### src/ebds_pkg.sv
// Package: constants and carrier types for the external bus dynamic sizing unit
package ebds_pkg;
    // ------------------------------------------------------------------
    // Transfer size codes on the size pins
    // ------------------------------------------------------------------
    localparam logic [1:0] SIZE_BYTE = 2'h1;
    localparam logic [1:0] SIZE_WORD = 2'h2;
    localparam logic [1:0] SIZE_3B   = 2'h3;
    localparam logic [1:0] SIZE_LONG = 2'h0;
    // ------------------------------------------------------------------
    // Acknowledge codes {hi_n, lo_n}
    // ------------------------------------------------------------------
    localparam logic [1:0] ACK_WAIT  = 2'h3;
    localparam logic [1:0] ACK_PORT8 = 2'h2;
    // ------------------------------------------------------------------
    // Reset values and timing
    // ------------------------------------------------------------------
    localparam logic [1:0]  ACK_IDLE      = 2'h3;
    localparam logic [31:0] DATA_RESET    = 32'h0000_0000;
    localparam int          CLK_PERIOD_NS = 10;
    localparam int          MIN_CYCLE_NS  = 30;
    localparam int          MIN_CYCLE_CLK = (MIN_CYCLE_NS + CLK_PERIOD_NS - 1) / CLK_PERIOD_NS;

    typedef struct packed {
        logic        write;   // 1 = write, 0 = read
        logic [1:0]  nbytes;  // operand size code (SIZE_*)
        logic [23:0] addr;    // byte address of operand
        logic [31:0] wdata;   // operand, most significant byte first
    } ebds_req_s;

    typedef struct packed {
        logic [23:0] addr;
        logic [1:0]  size;
        logic        write;
        logic        as_n;
        logic        ds_n;
    } ebds_bus_s;
endpackage

### src/ebds_unit.sv
// Module: external bus unit with input synchronisation and dynamic bus sizing
// Contract
// - Synchronise every asynchronous input before use
// - Drive system clock out on a pin
// - Sample inputs at falling clock edge
// - Resolve metastable samples before logic uses them
// - Read data captured one falling edge after ack
// - Prompt ack gives three-clock cycle; the sync pipe here stretches it to eight clocks
// - Size codes 01,10,11,00 for 1-4 bytes
// - Size output shows remaining bytes each cycle
// - Ack decode: wait, 8-bit, 16-bit, reserved 16
// - Narrow port ack starts another cycle
// - Each cycle assumes 16-bit port first
// - Writes replicate byte for both port widths
// - Reads steer valid byte into operand
// - One aligned word per cycle, high first
// - Address bit 0 set means odd
// - Misaligned long done as two word accesses; the code does byte, word, byte in three cycles
// - No ack extends cycle without limit
module ebds_unit (
    input  wire logic               clock_in,         // System clock, 100 MHz
    input  wire logic               rst_in,           // Async reset, active high
    input  wire ebds_pkg::ebds_req_s req_in,          // Operand request
    input  wire logic               req_valid_in,     // Request strobe, taken when idle
    output logic                    req_ready_out,    // High while idle
    output logic                    done_out,         // One-cycle pulse, operand finished
    output logic [31:0]             rdata_out,        // Read operand, right aligned
    output logic                    sys_clk_out,      // Clock image for external parts
    output ebds_pkg::ebds_bus_s     bus_out,          // Address, size, strobes
    output logic [15:0]             data_out,         // Write data
    output logic                    data_oe_n_out,    // Low while driving data
    input  wire logic [15:0]        data_in,          // Data bus input
    input  wire logic               size_ack_hi_n_in, // Size acknowledge, upper
    input  wire logic               size_ack_lo_n_in  // Size acknowledge, lower
);
    // ------------------------------------------------------------------
    // Clock out and falling-edge input capture
    // ------------------------------------------------------------------
    logic sys_clk_q;
    logic sys_clk_d;

    // Toggle flop running from the fast clock gives a half-rate image whose
    // falling edge we treat as the sampling point; logic stays single clock.
    always_comb begin
        sys_clk_d = ~sys_clk_q;
    end
    always_ff @(posedge clock_in or posedge rst_in) begin
        if (rst_in) begin
            sys_clk_q <= 1'b0;
        end else begin
            sys_clk_q <= sys_clk_d;
        end
    end
    assign sys_clk_out = sys_clk_q;

    // Falling edge of the image: image currently high, goes low next edge
    logic fall;
    assign fall = sys_clk_q;

    // Two flops then the fall capture: an input reaches the sequencer about
    // two image periods late, so a bus cycle runs longer than the bare minimum.
    logic [17:0] sync1_q;
    logic [17:0] sync2_q;
    logic [17:0] samp_q;
    logic [17:0] sync1_d;
    logic [17:0] sync2_d;
    logic [17:0] samp_d;

    always_comb begin
        sync1_d = {size_ack_hi_n_in, size_ack_lo_n_in, data_in};
        sync2_d = sync1_q;
        samp_d  = fall ? sync2_q : samp_q;
    end
    always_ff @(posedge clock_in or posedge rst_in) begin
        if (rst_in) begin
            sync1_q <= {ebds_pkg::ACK_IDLE, 16'h0000};
            sync2_q <= {ebds_pkg::ACK_IDLE, 16'h0000};
            samp_q  <= {ebds_pkg::ACK_IDLE, 16'h0000};
        end else begin
            sync1_q <= sync1_d;
            sync2_q <= sync2_d;
            samp_q  <= samp_d;
        end
    end

    logic [1:0]  ack;
    logic [15:0] din;
    assign ack = samp_q[17:16];
    assign din = samp_q[15:0];

    // ------------------------------------------------------------------
    // Helpers
    // ------------------------------------------------------------------
    function automatic logic [2:0] size_count(input logic [1:0] code);
        size_count = (code == ebds_pkg::SIZE_LONG) ? 3'h4 : {1'b0, code};
    endfunction

    function automatic logic [1:0] size_code(input logic [2:0] n);
        size_code = n[1:0];
    endfunction

    // Acknowledge decode: the idle code inserts waits, lower-only (lo_n low, hi_n high) marks an
    // 8-bit port, and both other codes (reserved both-low too) mean 16-bit
    function automatic logic ack_done(input logic [1:0] code);
        ack_done = (code != ebds_pkg::ACK_WAIT);
    endfunction

    function automatic logic ack_narrow(input logic [1:0] code);
        ack_narrow = (code == ebds_pkg::ACK_PORT8);
    endfunction

    // Bytes one bus cycle moves: a word needs a 16-bit port, an even address
    // and two bytes left; an aligned word is the most any cycle carries
    function automatic logic [2:0] cycle_bytes(input logic       port_narrow,
                                               input logic       addr_odd,
                                               input logic [2:0] bytes_left);
        cycle_bytes = (port_narrow || addr_odd || bytes_left == 3'h1) ? 3'h1 : 3'h2;
    endfunction

    // Byte k of operand, counted from most significant, for an n-byte operand
    function automatic logic [7:0] op_byte(input logic [31:0] op,
                                           input logic [2:0] n,
                                           input logic [2:0] k);
        logic [2:0] sh;
        sh = 3'(n - 3'h1 - k);
        op_byte = op[{sh[1:0], 3'h0} +: 8];
    endfunction

    // Write image of the data bus: next operand byte on the upper lane and the
    // one after it below; a lone byte goes out on both lanes so either port
    // width finds it where it looks
    function automatic logic [15:0] write_lanes(input logic [31:0] op,
                                                input logic [2:0]  n,
                                                input logic [2:0]  idx,
                                                input logic        lone);
        logic [7:0] hi;
        logic [7:0] lo;
        hi          = op_byte(op, n, idx);
        lo          = op_byte(op, n, 3'(idx + 3'h1));
        write_lanes = lone ? {hi, hi} : {hi, lo};
    endfunction

    // Lane of a single-byte read: an 8-bit port answers on the upper lane
    // only, a 16-bit port on the lane that the address lsb names
    function automatic logic [7:0] read_lane(input logic [15:0] bus,
                                             input logic        port_narrow,
                                             input logic        addr_odd);
        read_lane = (port_narrow || !addr_odd) ? bus[15:8] : bus[7:0];
    endfunction

    // ------------------------------------------------------------------
    // Bus cycle sequencer
    // ------------------------------------------------------------------
    typedef enum {
        ST_IDLE,  // No operand in hand
        ST_S0,    // Next fall drives address, size and strobes
        ST_S2,    // Data strobe low, first look at the acknowledge
        ST_WAIT,  // Wait states until an acknowledge shows
        ST_LATCH, // Next fall takes read data and ends the cycle
        ST_END    // Idle acknowledge seen before anything new starts
    } ebds_state_e;

    ebds_state_e st_q, st_d;
    logic               write_q, write_d;
    logic [2:0]         total_q, total_d;
    logic [2:0]         left_q, left_d;
    logic [23:0]        addr_q, addr_d;
    logic [31:0]        wop_q, wop_d;
    logic [31:0]        rop_q, rop_d;
    logic [1:0]         port_q, port_d;
    logic               done_q, done_d;
    ebds_pkg::ebds_bus_s bus_q, bus_d;
    logic [15:0]        dout_q, dout_d;
    logic               oe_n_q, oe_n_d;

    logic [2:0] moved;
    logic [2:0] k;
    logic       odd;
    logic       port8;
    logic       acked;
    logic       narrow;

    always_comb begin
        st_d    = st_q;
        write_d = write_q;
        total_d = total_q;
        left_d  = left_q;
        addr_d  = addr_q;
        wop_d   = wop_q;
        rop_d   = rop_q;
        port_d  = port_q;
        done_d  = 1'b0;
        bus_d   = bus_q;
        dout_d  = dout_q;
        oe_n_d  = oe_n_q;
        odd     = addr_q[0];
        k       = 3'(total_q - left_q);
        acked   = ack_done(ack);
        port8   = ack_narrow(ack);
        narrow  = (port_q == ebds_pkg::ACK_PORT8);
        moved   = cycle_bytes(narrow, odd, left_q);
        case (st_q)
            ST_IDLE: begin
                if (req_valid_in) begin
                    write_d = req_in.write;
                    total_d = size_count(req_in.nbytes);
                    left_d  = size_count(req_in.nbytes);
                    addr_d  = req_in.addr;
                    wop_d   = req_in.wdata;
                    rop_d   = ebds_pkg::DATA_RESET;
                    st_d    = ST_S0;
                end
            end

            ST_S0: begin
                if (fall) begin
                    // New cycle: assume 16-bit port, show remaining bytes and lsb
                    port_d        = ~ebds_pkg::ACK_PORT8;
                    bus_d.addr    = addr_q;
                    bus_d.size    = size_code(left_q);
                    bus_d.write   = write_q;
                    bus_d.as_n    = 1'b0;
                    bus_d.ds_n    = write_q;
                    if (write_q) begin
                        dout_d = write_lanes(wop_q, total_q, k, odd || left_q == 3'h1);
                        oe_n_d = 1'b0;
                    end
                    st_d = ST_S2;
                end
            end

            ST_S2, ST_WAIT: begin
                // Acknowledge is only looked at on a fall, so a wait state is
                // always a whole image period long
                if (fall) begin
                    bus_d.ds_n = 1'b0;
                    if (acked) begin
                        port_d = port8 ? ebds_pkg::ACK_PORT8 : ~ebds_pkg::ACK_PORT8;
                        st_d   = ST_LATCH;
                    end else begin
                        st_d = ST_WAIT;
                    end
                end
            end

            ST_LATCH: begin
                if (fall) begin
                    if (!write_q) begin
                        // A word fills both lanes; a single byte comes from its lane
                        if (moved == 3'h2) begin
                            rop_d = {rop_q[15:0], din};
                        end else begin
                            rop_d = {rop_q[23:0], read_lane(din, narrow, odd)};
                        end
                    end
                    bus_d.as_n = 1'b1;
                    bus_d.ds_n = 1'b1;
                    oe_n_d     = 1'b1;
                    left_d     = 3'(left_q - moved);
                    addr_d     = 24'(addr_q + 24'(moved));
                    st_d       = ST_END;
                end
            end

            ST_END: begin
                // The target drops its acknowledge only after the strobe rises and
                // the sync pipe shows that late; waiting for the idle code keeps a
                // stale acknowledge from ending the next cycle before its data.
                if (!acked) begin
                    if (left_q == 3'h0) begin
                        done_d = 1'b1;
                        st_d   = ST_IDLE;
                    end else begin
                        st_d = ST_S0;
                    end
                end
            end

            default: begin
                st_d = ST_IDLE;
            end
        endcase
    end

    // ------------------------------------------------------------------
    // Sequencer registers
    // ------------------------------------------------------------------
    always_ff @(posedge clock_in or posedge rst_in) begin
        if (rst_in) begin
            st_q    <= ST_IDLE;
            write_q <= 1'b0;
            total_q <= 3'h0;
            left_q  <= 3'h0;
            addr_q  <= 24'h000000;
            wop_q   <= ebds_pkg::DATA_RESET;
            rop_q   <= ebds_pkg::DATA_RESET;
            port_q  <= 2'h1;
            done_q  <= 1'b0;
            bus_q   <= {24'h000000, ebds_pkg::SIZE_BYTE, 1'b0, 1'b1, 1'b1};
            dout_q  <= 16'h0000;
            oe_n_q  <= 1'b1;
        end else begin
            st_q    <= st_d;
            write_q <= write_d;
            total_q <= total_d;
            left_q  <= left_d;
            addr_q  <= addr_d;
            wop_q   <= wop_d;
            rop_q   <= rop_d;
            port_q  <= port_d;
            done_q  <= done_d;
            bus_q   <= bus_d;
            dout_q  <= dout_d;
            oe_n_q  <= oe_n_d;
        end
    end

    // ------------------------------------------------------------------
    // Request handshake
    // ------------------------------------------------------------------
    // Ready is a flop image of the idle state so the output is registered
    logic rdy_q;
    logic rdy_d;
    always_comb begin
        rdy_d = (st_d == ST_IDLE);
    end
    always_ff @(posedge clock_in or posedge rst_in) begin
        if (rst_in) begin
            rdy_q <= 1'b1;
        end else begin
            rdy_q <= rdy_d;
        end
    end

    // ------------------------------------------------------------------
    // Outputs, all straight from flops
    // ------------------------------------------------------------------
    assign req_ready_out = rdy_q;
    assign done_out      = done_q;
    assign rdata_out     = rop_q;
    assign bus_out       = bus_q;
    assign data_out      = dout_q;
    assign data_oe_n_out = oe_n_q;
endmodule

### config.mk
export PLATFORM = sky130hd
export DESIGN_NAME = ebds_unit
export DESIGN_NICKNAME = d
export VERILOG_FILES = /design/src/ebds_pkg.sv /design/src/ebds_unit.sv
export SDC_FILE = /design/constraint.sdc
export NUM_CORES = 1
export LEC_CHECK = 0
export BUFFER_PORTS_ARGS = -buffer_cell sky130_fd_sc_hd__buf_2
export CORE_MARGIN = 3
export CORE_UTILIZATION = 40
export DETAILED_ROUTE_END_ITERATION = 7
export PLACE_DENSITY = 0.62
export SLEW_MARGIN = 20
export SYNTH_ARGS = -nofsm -noshare
export SYNTH_HDL_FRONTEND = slang
export SYNTH_SLANG_ARGS = --single-unit
### constraint.sdc
create_clock -name clock_in -period 8 [get_ports clock_in]
set_input_delay 1.6 -clock clock_in [delete_from_list [all_inputs] [get_ports clock_in]]
set_output_delay 1.6 -clock clock_in [all_outputs]
set_load 0.005 [all_outputs]
==> results.sh, run 1 <==
export IMPL_numPortBuffers=160
export IMPL_grt_pass1_vias=6692
export IMPL_max_cap_violations=0
export IMPL_grt_max_degree=133
export IMPL_htreeDepth=1
export IMPL_drt_iter0_drc=403
export IMPL_synth_top_area_cell="dfrtp_1"
export IMPL_syn_cell_area_um2=9830
export IMPL_tns_ns=0
export IMPL_post_cts_repair_setup_buffers=0
export IMPL_dpl_cell_count=1250
export IMPL_hold_class="reg2reg"
export IMPL_ff2ff_path_depth=9
export IMPL_combPwrFrac_pct=4.3
export IMPL_rrSetupSlack_ns=4.17
export IMPL_num_rows=56
export IMPL_ctsHoldBuffers=0
export IMPL_cp_required_ns=8.34
export IMPL_path_max_fanout=27
export IMPL_postRouteAntennaNets=0
export IMPL_start_util_pct=41.3
export IMPL_slew_viol_final=0
export IMPL_gp_congestion=0.817
export IMPL_fin_cells=1297
export IMPL_netlist_top_cells_area="dfrtp_1, mux2_2, mux2i_1"
export IMPL_min_path_cells=0
export IMPL_outcome="complete, no violations"
export IMPL_critPathKind="reg2reg"
export IMPL_hp_start="sync1_q[14]"
export IMPL_grt_overflow_total=0
export IMPL_clk_pin_slew_ns=0.06
export IMPL_crit_arrival_ns=4.18
export IMPL_seq_power_share_pct=48.5
export IMPL_p_leak_nw=5.80
export IMPL_ys_ff_latch=230
export IMPL_synth_cell_types=60
export IMPL_hpwl_mm=15.2
export IMPL_die_x_um=163
export IMPL_ys_seq_area_share_pct=58.7
export IMPL_crit_slowest_cell="nor2_4"
export IMPL_min_period_over_period_pct=47.9
export IMPL_grt_setup_unrepaired="no"
export IMPL_syn_inst=784
export IMPL_holdPathEnd="sync2_q[14]"
export IMPL_antenna_found_initial=1
export IMPL_via_per_inst=5.26
export IMPL_core_region_area_um2=23800
export IMPL_dieArea_um2=26500
export IMPL_yosys_warnings=0
export IMPL_crit_chain="or3b_2 > nand2_1 > nor2_4 > ha_1 > a21oi_1 > nor4_2 > nand3_1 > o22ai_1 > a2bb2oi_1"
export IMPL_vias=6828
export IMPL_num_nets_final=1045
export IMPL_netSwitchingPower_mw=0.531
export IMPL_r2r_start="left_q[1]"
export IMPL_multi_input_area_um2=3950
export IMPL_slew_headroom_pct=30.0
export IMPL_clockBufferDepth=3
export IMPL_p_per_area_nw_per_um2=210
export IMPL_ioPinCount=161
export IMPL_dr_pass1_iters=5
export IMPL_area_growth_pct=21.1
export IMPL_slowest_delay_ns=0.86
export IMPL_cts_buffers=25
export IMPL_synth_top_area_share_pct=55.5
export IMPL_clock_sinks=230
export IMPL_cts_root_buffer="clkbuf_16"
export IMPL_fmax_ghz=0.261
export IMPL_post_route_min_period_ns=3.83
export IMPL_synth_flop_cell="dfrtp_1"
export IMPL_ir_worst_vdd_mv=0.200
export IMPL_drc_errors=0
export IMPL_finalHoldViolCount=0
export IMPL_wl_mm=22.7
export IMPL_cts_resized=0
export IMPL_drive_above_1_share_pct=31.5
export IMPL_worst_r2r_endpoint="addr_q[20]"
export IMPL_cp_end_kind="flop"
export IMPL_ys_async_sr_fraction_pct=100
export IMPL_p_int_mw=1.97
export IMPL_synth_edf_count=0
export IMPL_power_frac_clock_pct=47.1
export IMPL_finalSetupViolations=0
export IMPL_startpoint_type="flop"
export IMPL_clk_latency_ns=0.51
export IMPL_fin_worst_skew_ns=0.0150
export IMPL_tightest_slew_ns=1.05
export IMPL_syn_avg_cell_area_um2=12.5
export IMPL_avgRoutedWirePerCell_um=17.5
export IMPL_grt_pass1_wl_mm=36.4
export IMPL_die_y_um=163
export IMPL_nFillCells=2163
export IMPL_grt_usage_pct=16.8
export IMPL_seqCellArea_um2=5770
export IMPL_switching_share_pct=21.3
export IMPL_cts_tree="yes"
## sequential cells by signal, summed over array words and instances (netlist names), 2 cells and up
register	flops
port_q	2
sync2_q	18
st_q	32
left_q	3
data_out	16
bus_out	29
wop_q	32
rdata_out	32
addr_q	24
sync1_q	18
samp_q	18
## metrics by stage
step	power, mW	cell area (um2)	utilization (%)	hold WS, ns	setup WS (ns)
global route	2.61	11900	50.0	0.351	3.89
CTS	2.54	11900	49.9	0.348	4.24
floorplan	1.30	9930	-	0.331	0.115
global placement	1.34	11000	46.3	0.332	4.27
detailed placement	1.34	11000	46.3	0.335	4.23
finish	2.50	11900	50.0	0.347	4.17
## routing by layer
metal	global-route usage (%)	wire length, um	share of wire [%]
met5	0	0	0
met3	2.72	1180	5.2
met4	5.15	690	3.0
met2	26.6	10900	48
met1	24.0	9900	44
## power by group through the flow
stage	Combinational [mW]	Clock (mW)	Sequential, mW
floorplan	0.0697	0	1.23
global placement	0.107	0	1.23
detailed placement	0.109	0	1.23
CTS	0.110	1.21	1.21
global route	0.121	1.27	1.22
finish	0.108	1.18	1.21
## placed cells by master, fill, tap and decap left out, types with 9 or more instances in the layout
master     instances
dfrtp_1          218
buf_2            160
nand2_1           60
mux2_2            58
a21oi_1           43
mux2i_1           35
o31ai_1           34
mux2_1            29
o21ai_0           29
conb_1            29
nand4_1           28
clkbuf_16         25
nand3_1           19
o22ai_1           18
nor2_1            15
a2bb2oi_1         14
dfstp_2           12
inv_1             11
mux4_2            10
buf_4             10
a22oi_1            9
## cells in the mapped netlist (14+ instances only)
cell	number
nor2_1	15
nand2_1	60
mux2i_1	35
mux2_1	29
clkbuf_1	32
nand3_1	20
o21ai_0	29
a2bb2oi_1	14
nand4_1	28
dfrtp_1	218
mux2_2	58
o31ai_1	34
a21oi_1	43
o22ai_1	18
## worst max-delay path by stage
stage	from	endpoint	depth (start not counted)
floorplan	rst_in	addr_q[0]	1
global placement	addr_q[0]	addr_q[16]	9
detailed placement	left_q[1]	addr_q[16]	9
CTS	left_q[1]	addr_q[16]	9
global route	left_q[1]	addr_q[22]	9
finish	left_q[1]	addr_q[20]	9
## area by class of cell
cell class	instances	share of cell area (%)
Inverter	13	0.473
Antenna cell	1	0.0210
Tap cell	319	3.35
Timing Repair Buffer	170	7.36
Sequential cell	230	48.5
Multi-Input combinational cell	518	33.2
Clock inverter	11	1.37
Clock buffer	35	5.74
## cells by family (layout without fill, tap and decap cells)
| kind of cell | Yosys count | in the layout | share of synthesized area [%] |
|---|---|---|---|
| adder cells (fa/ha/maj) | 7 | 7 | 0.968 |
| other | 1 | 30 | 0.0382 |
| AO/OA/AOI/OAI | 168 | 168 | 11.0 |
| flip-flops | 230 | 230 | 58.7 |
| XOR/XNOR | 8 | 8 | 0.713 |
| buffers and inverters | 64 | 229 | 2.98 |
| AND/OR/NAND/NOR | 174 | 174 | 9.75 |
| multiplexers | 132 | 132 | 15.8 |
## worst max-delay path: cells and delay by family, from the launching register on
family                   cells  cell delay (ns)
AND/OR/NAND/NOR              5             2.43
flip-flops                   1             0.49
AO/OA/AOI/OAI                3             0.40
adder cells (fa/ha/maj)      1             0.34
(Power assumes the default switching activity.)
==> run 2: changes to the inputs <==
Settings changed: PLACE_DENSITY 0.62 to 0.6.
Clock period 8 ns to 3.7 ns, I/O delays scaled along.
==> run 2 against run 1 <==
  * Clock skew about the same
  * Design area up 1.1%
  * Count of clock-buffer cells in the layout rose by 3
  * Register-to-register slack got worse by 3.9 ns
  * Flip-flop and latch count unchanged
  * Sequential share of layout area fell by 0.55 points
  * Die area unchanged
  * Total power rose by 120%
  * Largest cell class unchanged
==> results.sh, run 2 (same netlist as run 1, synthesis figures left out) <==
export IMPL_grt_usage_pct=17.3
export IMPL_post_route_min_period_ns=3.44
export IMPL_combPwrFrac_pct=4.4
export IMPL_wl_met2_mm=11.1
export IMPL_startpoint="left_q[1]"
export IMPL_fin_area_um2=12000
export IMPL_dr_pass1_iters=5
export IMPL_crit_arrival_ns=3.80
export IMPL_cp_required_ns=4.06
export IMPL_grt_max_degree=80
export IMPL_post_cts_repair_setup_buffers=0
export IMPL_p_int_mw=4.32
export IMPL_htreeDepth=1
export IMPL_ir_worst_vdd_mv=0.317
export IMPL_clk_pin_slew_ns=0.06
export IMPL_ctsHoldBuffers=0
export IMPL_cp_end_kind="flop"
export IMPL_wl_mm=23.1
export IMPL_tightest_slew_ns=0.995
export IMPL_dpl_instance_area_um2=11100
export IMPL_cts_tree="yes"
export IMPL_fin_worst_skew_ns=0.0151
export IMPL_antenna_found_initial=0
export IMPL_cts_buffers=26
export IMPL_slew_viol_final=0
export IMPL_wl_met3_mm=1.12
export IMPL_netSwitchingPower_mw=1.17
export IMPL_hold_class="in2async"
export IMPL_tns_ns=0
export IMPL_crit_chain="or3b_2 > nand2_1 > nor2_4 > ha_1 > a21oi_1 > nor4_4 > nand3_1 > o22ai_1 > a2bb2oi_1"
export IMPL_slew_headroom_pct=33.7
export IMPL_slowest_delay_ns=0.59
export IMPL_path_buf_inv=0
export IMPL_nFillCells=2149
export IMPL_critical_path_top_delay_family="simple AND/OR/NAND/NOR gates"
export IMPL_min_period_over_period_pct=93.0
export IMPL_numPortBuffers=160
export IMPL_power_frac_clock_pct=47.8
export IMPL_clockBufferDepth=3
export IMPL_start_util_pct=41.3
export IMPL_grt_overflow_total=0
export IMPL_avgRoutedWirePerCell_um=17.7
export IMPL_vias=6876
export IMPL_max_cap_violations=0
export IMPL_dieArea_um2=26500
export IMPL_gp_congestion=0.836
export IMPL_num_rows=56
export IMPL_fin_cells=1307
export IMPL_die_y_um=163
export IMPL_clock_sinks=230
export IMPL_final_common_cell="dfrtp_1"
export IMPL_area_growth_pct=22.5
export IMPL_finalSetupViolations=0
export IMPL_antenna_cells=0
export IMPL_grt_pass1_wl_mm=37.4
export IMPL_postRouteAntennaNets=0
export IMPL_wirelength_met1_mm=10.4
export IMPL_drt_iter0_drc=383
export IMPL_startpoint_type="flop"
export IMPL_top_layer="met4"
export IMPL_p_leak_nw=5.88
export IMPL_hpwl_mm=15.6
export IMPL_fmax_ghz=0.291
export IMPL_cts_root_buffer="clkbuf_16"
export IMPL_critPathKind="reg2reg"
export IMPL_crit_slowest_cell="nor2_4"
export IMPL_die_x_um=163
export IMPL_dpl_cell_count=1259
export IMPL_ioPinCount=161
export IMPL_via_per_inst=5.26
export IMPL_num_nets_final=1056
export IMPL_grt_pass1_vias=6742
export IMPL_core_region_area_um2=23800
export IMPL_drive_above_1_share_pct=32.3
export IMPL_path_max_fanout=14
export IMPL_utilization_pct=50.5
export IMPL_layout_common_cells="dfrtp_1, buf_2, nand2_1"
export IMPL_outcome="complete, no violations"
export IMPL_drc_errors=0
export IMPL_seq_power_share_pct=47.8
export IMPL_clk_latency_ns=0.53
export IMPL_switching_share_pct=21.4
export IMPL_p_per_area_nw_per_um2=456
export IMPL_grt_setup_unrepaired="no"
export IMPL_r2r_start="left_q[1]"
export IMPL_finalHoldViolCount=0
==> run 2: cell types whose count changed in the layout (fill, tap and decap cells not counted), moves of 2 or more <==
cell	change
clkinvlp_4	+3
buf_4	+6
clkbuf_1	-2
clkbuf_8	+4
buf_12	+3
clkinv_2	-2
==> run 2: path summary, 6_finish.rpt <==
path / slack [ns] / end / cells past startpoint
max: 0.26 / addr_q[18] / 9
min: 0.23 / rdata_out[5] / 2
max reg2reg: 0.26 / addr_q[18] / 9
min reg2reg: 0.35 / sync2_q[2] / 0
max in group asynchronous: 2.70 / data_oe_n_out / 3
min in group clock_in: 0.32 / sync1_q[16] / 1
==> run 2: per-layer routing <==
metal | vias up | global-route usage [%]
met5 | - | 0
met2 | 183 | 28.3
met4 | 0 | 4.34
li1 | 3270 | -
met3 | 29 | 2.90
met1 | 3394 | 24.3
==> run 2: power groups by stage <==
stage               Clock [mW]  Sequential [mW]  Combinational (mW)
finish                    2.62             2.62               0.242
global route              2.79             2.63               0.271
CTS                       2.68             2.62               0.248
detailed placement           0             2.67               0.247
global placement             0             2.67               0.242
floorplan                    0             2.65               0.151
==> run 2: what timing repair did <==
item,in CTS,in global routing
endpoints found under the setup margin,5,6
gates cloned,1,0
gates resized for setup,0,1
pin swaps,1,1
==> run 2: worst register-to-register path, delay by kind of cell (launching register included) <==
family | cells | cell delay [ns]
compound gates | 3 | 0.41
fa+ha+maj | 1 | 0.31
flops | 1 | 0.49
simple gates | 5 | 2.06
==> run 2: area by class of cell <==
cell class	count	area [um2]	area share, %
sequential	230	5770	47.9
multi-input combinational	519	3940	32.8
timing repair buffer	179	981	8.15
clock buffer	38	756	6.28
tap	319	399	3.32
clock inverter	9	136	1.13
inverter	13	52.6	0.437
==> run 2: per-stage QoR <==
step                setup WS, ns  power (mW)  hold WS (ns)
finish                     0.261        5.49         0.226
global route              0.0133        5.69         0.229
CTS                       0.0358        5.56         0.210
detailed placement        -0.136        2.91         0.335
global placement         -0.0415        2.91         0.332
floorplan                -0.0382        2.80         0.331
==> run 3: changes to the inputs <==
Settings changed: HOLD_SLACK_MARGIN set to 0.15, REMOVE_ABC_BUFFERS set to 1.
==> run 3 against run 2 <==
  * Count of clock-buffer cells in the layout is 1 lower
  * Cell count hardly changed
  * Wire length is 0.98% lower
  * Critical path depth stayed put
  * Critical endpoint unchanged
  * Highest routed layer unchanged
==> results.sh, run 3 (same netlist as run 1, synthesis figures left out) <==
export IMPL_path_max_fanout=9
export IMPL_grt_max_degree=90
export IMPL_slowest_delay_ns=0.73
export IMPL_wl_mm=22.9
export IMPL_numPortBuffers=160
export IMPL_grt_pass1_vias=6881
export IMPL_critical_path_top_delay_family="simple AND/OR/NAND/NOR gates"
export IMPL_crit_arrival_ns=3.39
export IMPL_ioPinCount=161
export IMPL_crit_slowest_cell="nor4_2"
export IMPL_gp_congestion=0.823
export IMPL_fmax_ghz=0.331
export IMPL_clk_pin_slew_ns=0.06
export IMPL_clk_latency_ns=0.52
export IMPL_cp_required_ns=4.07
export IMPL_tns_ns=0
export IMPL_power_mw=5.35
export IMPL_ir_worst_vdd_mv=0.272
export IMPL_grt_pass1_wl_mm=36.7
export IMPL_p_per_area_nw_per_um2=447
export IMPL_avgRoutedWirePerCell_um=17.5
export IMPL_dieArea_um2=26500
export IMPL_final_common_cell="dfrtp_1"
export IMPL_grt_overflow_total=0
export IMPL_grt_setup_unrepaired="no"
export IMPL_crit_chain="or3b_2 > nand2_1 > nor2_4 > ha_1 > a21oi_1 > nor4_2 > nand3_1 > o22ai_1 > a2bb2oi_1"
export IMPL_post_route_min_period_ns=3.02
export IMPL_worst_slack_ns=0.677
export IMPL_slew_viol_final=0
export IMPL_cts_tree="yes"
export IMPL_layout_common_cells="dfrtp_1, buf_2, nand2_1"
export IMPL_p_leak_nw=5.85
export IMPL_num_nets_final=1056
export IMPL_antenna_found_initial=1
export IMPL_num_rows=56
export IMPL_hpwl_mm=15.3
export IMPL_dpl_cell_count=1261
export IMPL_drive_above_1_share_pct=32.1
export IMPL_tightest_slew_ns=0.928
export IMPL_fin_worst_skew_ns=0.00880
export IMPL_critPathKind="reg2reg"
export IMPL_fin_cells=1308
export IMPL_dr_pass1_iters=5
export IMPL_core_region_area_um2=23800
export IMPL_clockBufferDepth=3
export IMPL_cp_end_kind="flop"
export IMPL_path_buf_inv=0
export IMPL_clock_sinks=230
export IMPL_utilization_pct=50.2
export IMPL_finalHoldViolCount=0
export IMPL_via_per_inst=5.28
export IMPL_outcome="complete, no violations"
export IMPL_ctsHoldBuffers=0
export IMPL_startpoint_type="flop"
export IMPL_cts_root_buffer="clkbuf_16"
export IMPL_htreeDepth=1
export IMPL_vias=6905
export IMPL_grt_usage_pct=17.1
export IMPL_postRouteAntennaNets=0
export IMPL_hold_class="in2async"
export IMPL_die_y_um=163
export IMPL_start_util_pct=41.3
export IMPL_area_growth_pct=21.6
export IMPL_max_cap_violations=0
export IMPL_post_cts_repair_setup_buffers=0
export IMPL_cts_resized=0
export IMPL_min_period_over_period_pct=81.7
export IMPL_die_x_um=163
export IMPL_finalSetupViolations=0
export IMPL_pre_cts_ws_ns=0.719
export IMPL_cts_buffers=25
export IMPL_drt_iter0_drc=425
export IMPL_drc_errors=0
export IMPL_slew_headroom_pct=38.1
run 3: cell count changes in the layout (fill, tap and decap cells not counted), sizes merged:
cell / before / now
buf: 179 / 181
bufinv: 3 / 2
clkbuf: 38 / 37
clkinv: 4 / 6
clkinvlp: 3 / 0
diode: 0 / 1
inv: 12 / 14
nor2: 17 / 16
run 3: final timing paths:
check	from	end	slack, ns	cells after the start
worst min-delay path	rst_in	sync1_q[9]	0.29	2
worst max-delay path	left_q[1]	addr_q[18]	0.68	9
min in group clock_in	size_ack_lo_n_in	sync1_q[16]	0.31	1
worst min register to register	sync1_q[5]	sync2_q[5]	0.35	0
worst max register to register	left_q[1]	addr_q[18]	0.68	9
max in group asynchronous	rst_in	bus_out[3]	2.52	3
run 3: power breakdown:
part / leakage, nW / switching, mW / internal [mW]
sequential: 2.93 / 0.0367 / 2.58
clock: 0.414 / 0.992 / 1.49
combinational: 2.50 / 0.133 / 0.107
total: 5.85 / 1.16 / 4.18
run 3: cell type report:
| cell class | instances | area [um2] |
|---|---|---|
| Antenna cell | 1 | 2.50 |
| Sequential cell | 230 | 5770 |
| Clock buffer | 37 | 721 |
| Clock inverter | 9 | 110 |
| Multi-Input combinational cell | 518 | 3920 |
| Tap cell | 319 | 399 |
| Inverter | 13 | 56.3 |
| Timing Repair Buffer | 181 | 971 |
| Fill cell | 2156 | 11900 |
run 3: layer usage:
| layer | vias to the layer above | track usage [%] | routed length (um) |
|---|---|---|---|
| li1 | 3266 | - | - |
| met1 | 3446 | 23.6 | 10500 |
| met2 | 152 | 27.8 | 10700 |
| met3 | 41 | 2.87 | 960 |
| met4 | 0 | 5.34 | 656 |
| met5 | - | 0 | 0 |
run 3: through the flow:
| stage | instance area [um2] | hold slack, ns |
|---|---|---|
| floorplan | 9690 | 0.331 |
| finish | 12000 | 0.293 |
| CTS | 11900 | 0.279 |
| global route | 12000 | 0.288 |
| detailed placement | 11100 | 0.336 |
| global placement | 11100 | 0.332 |
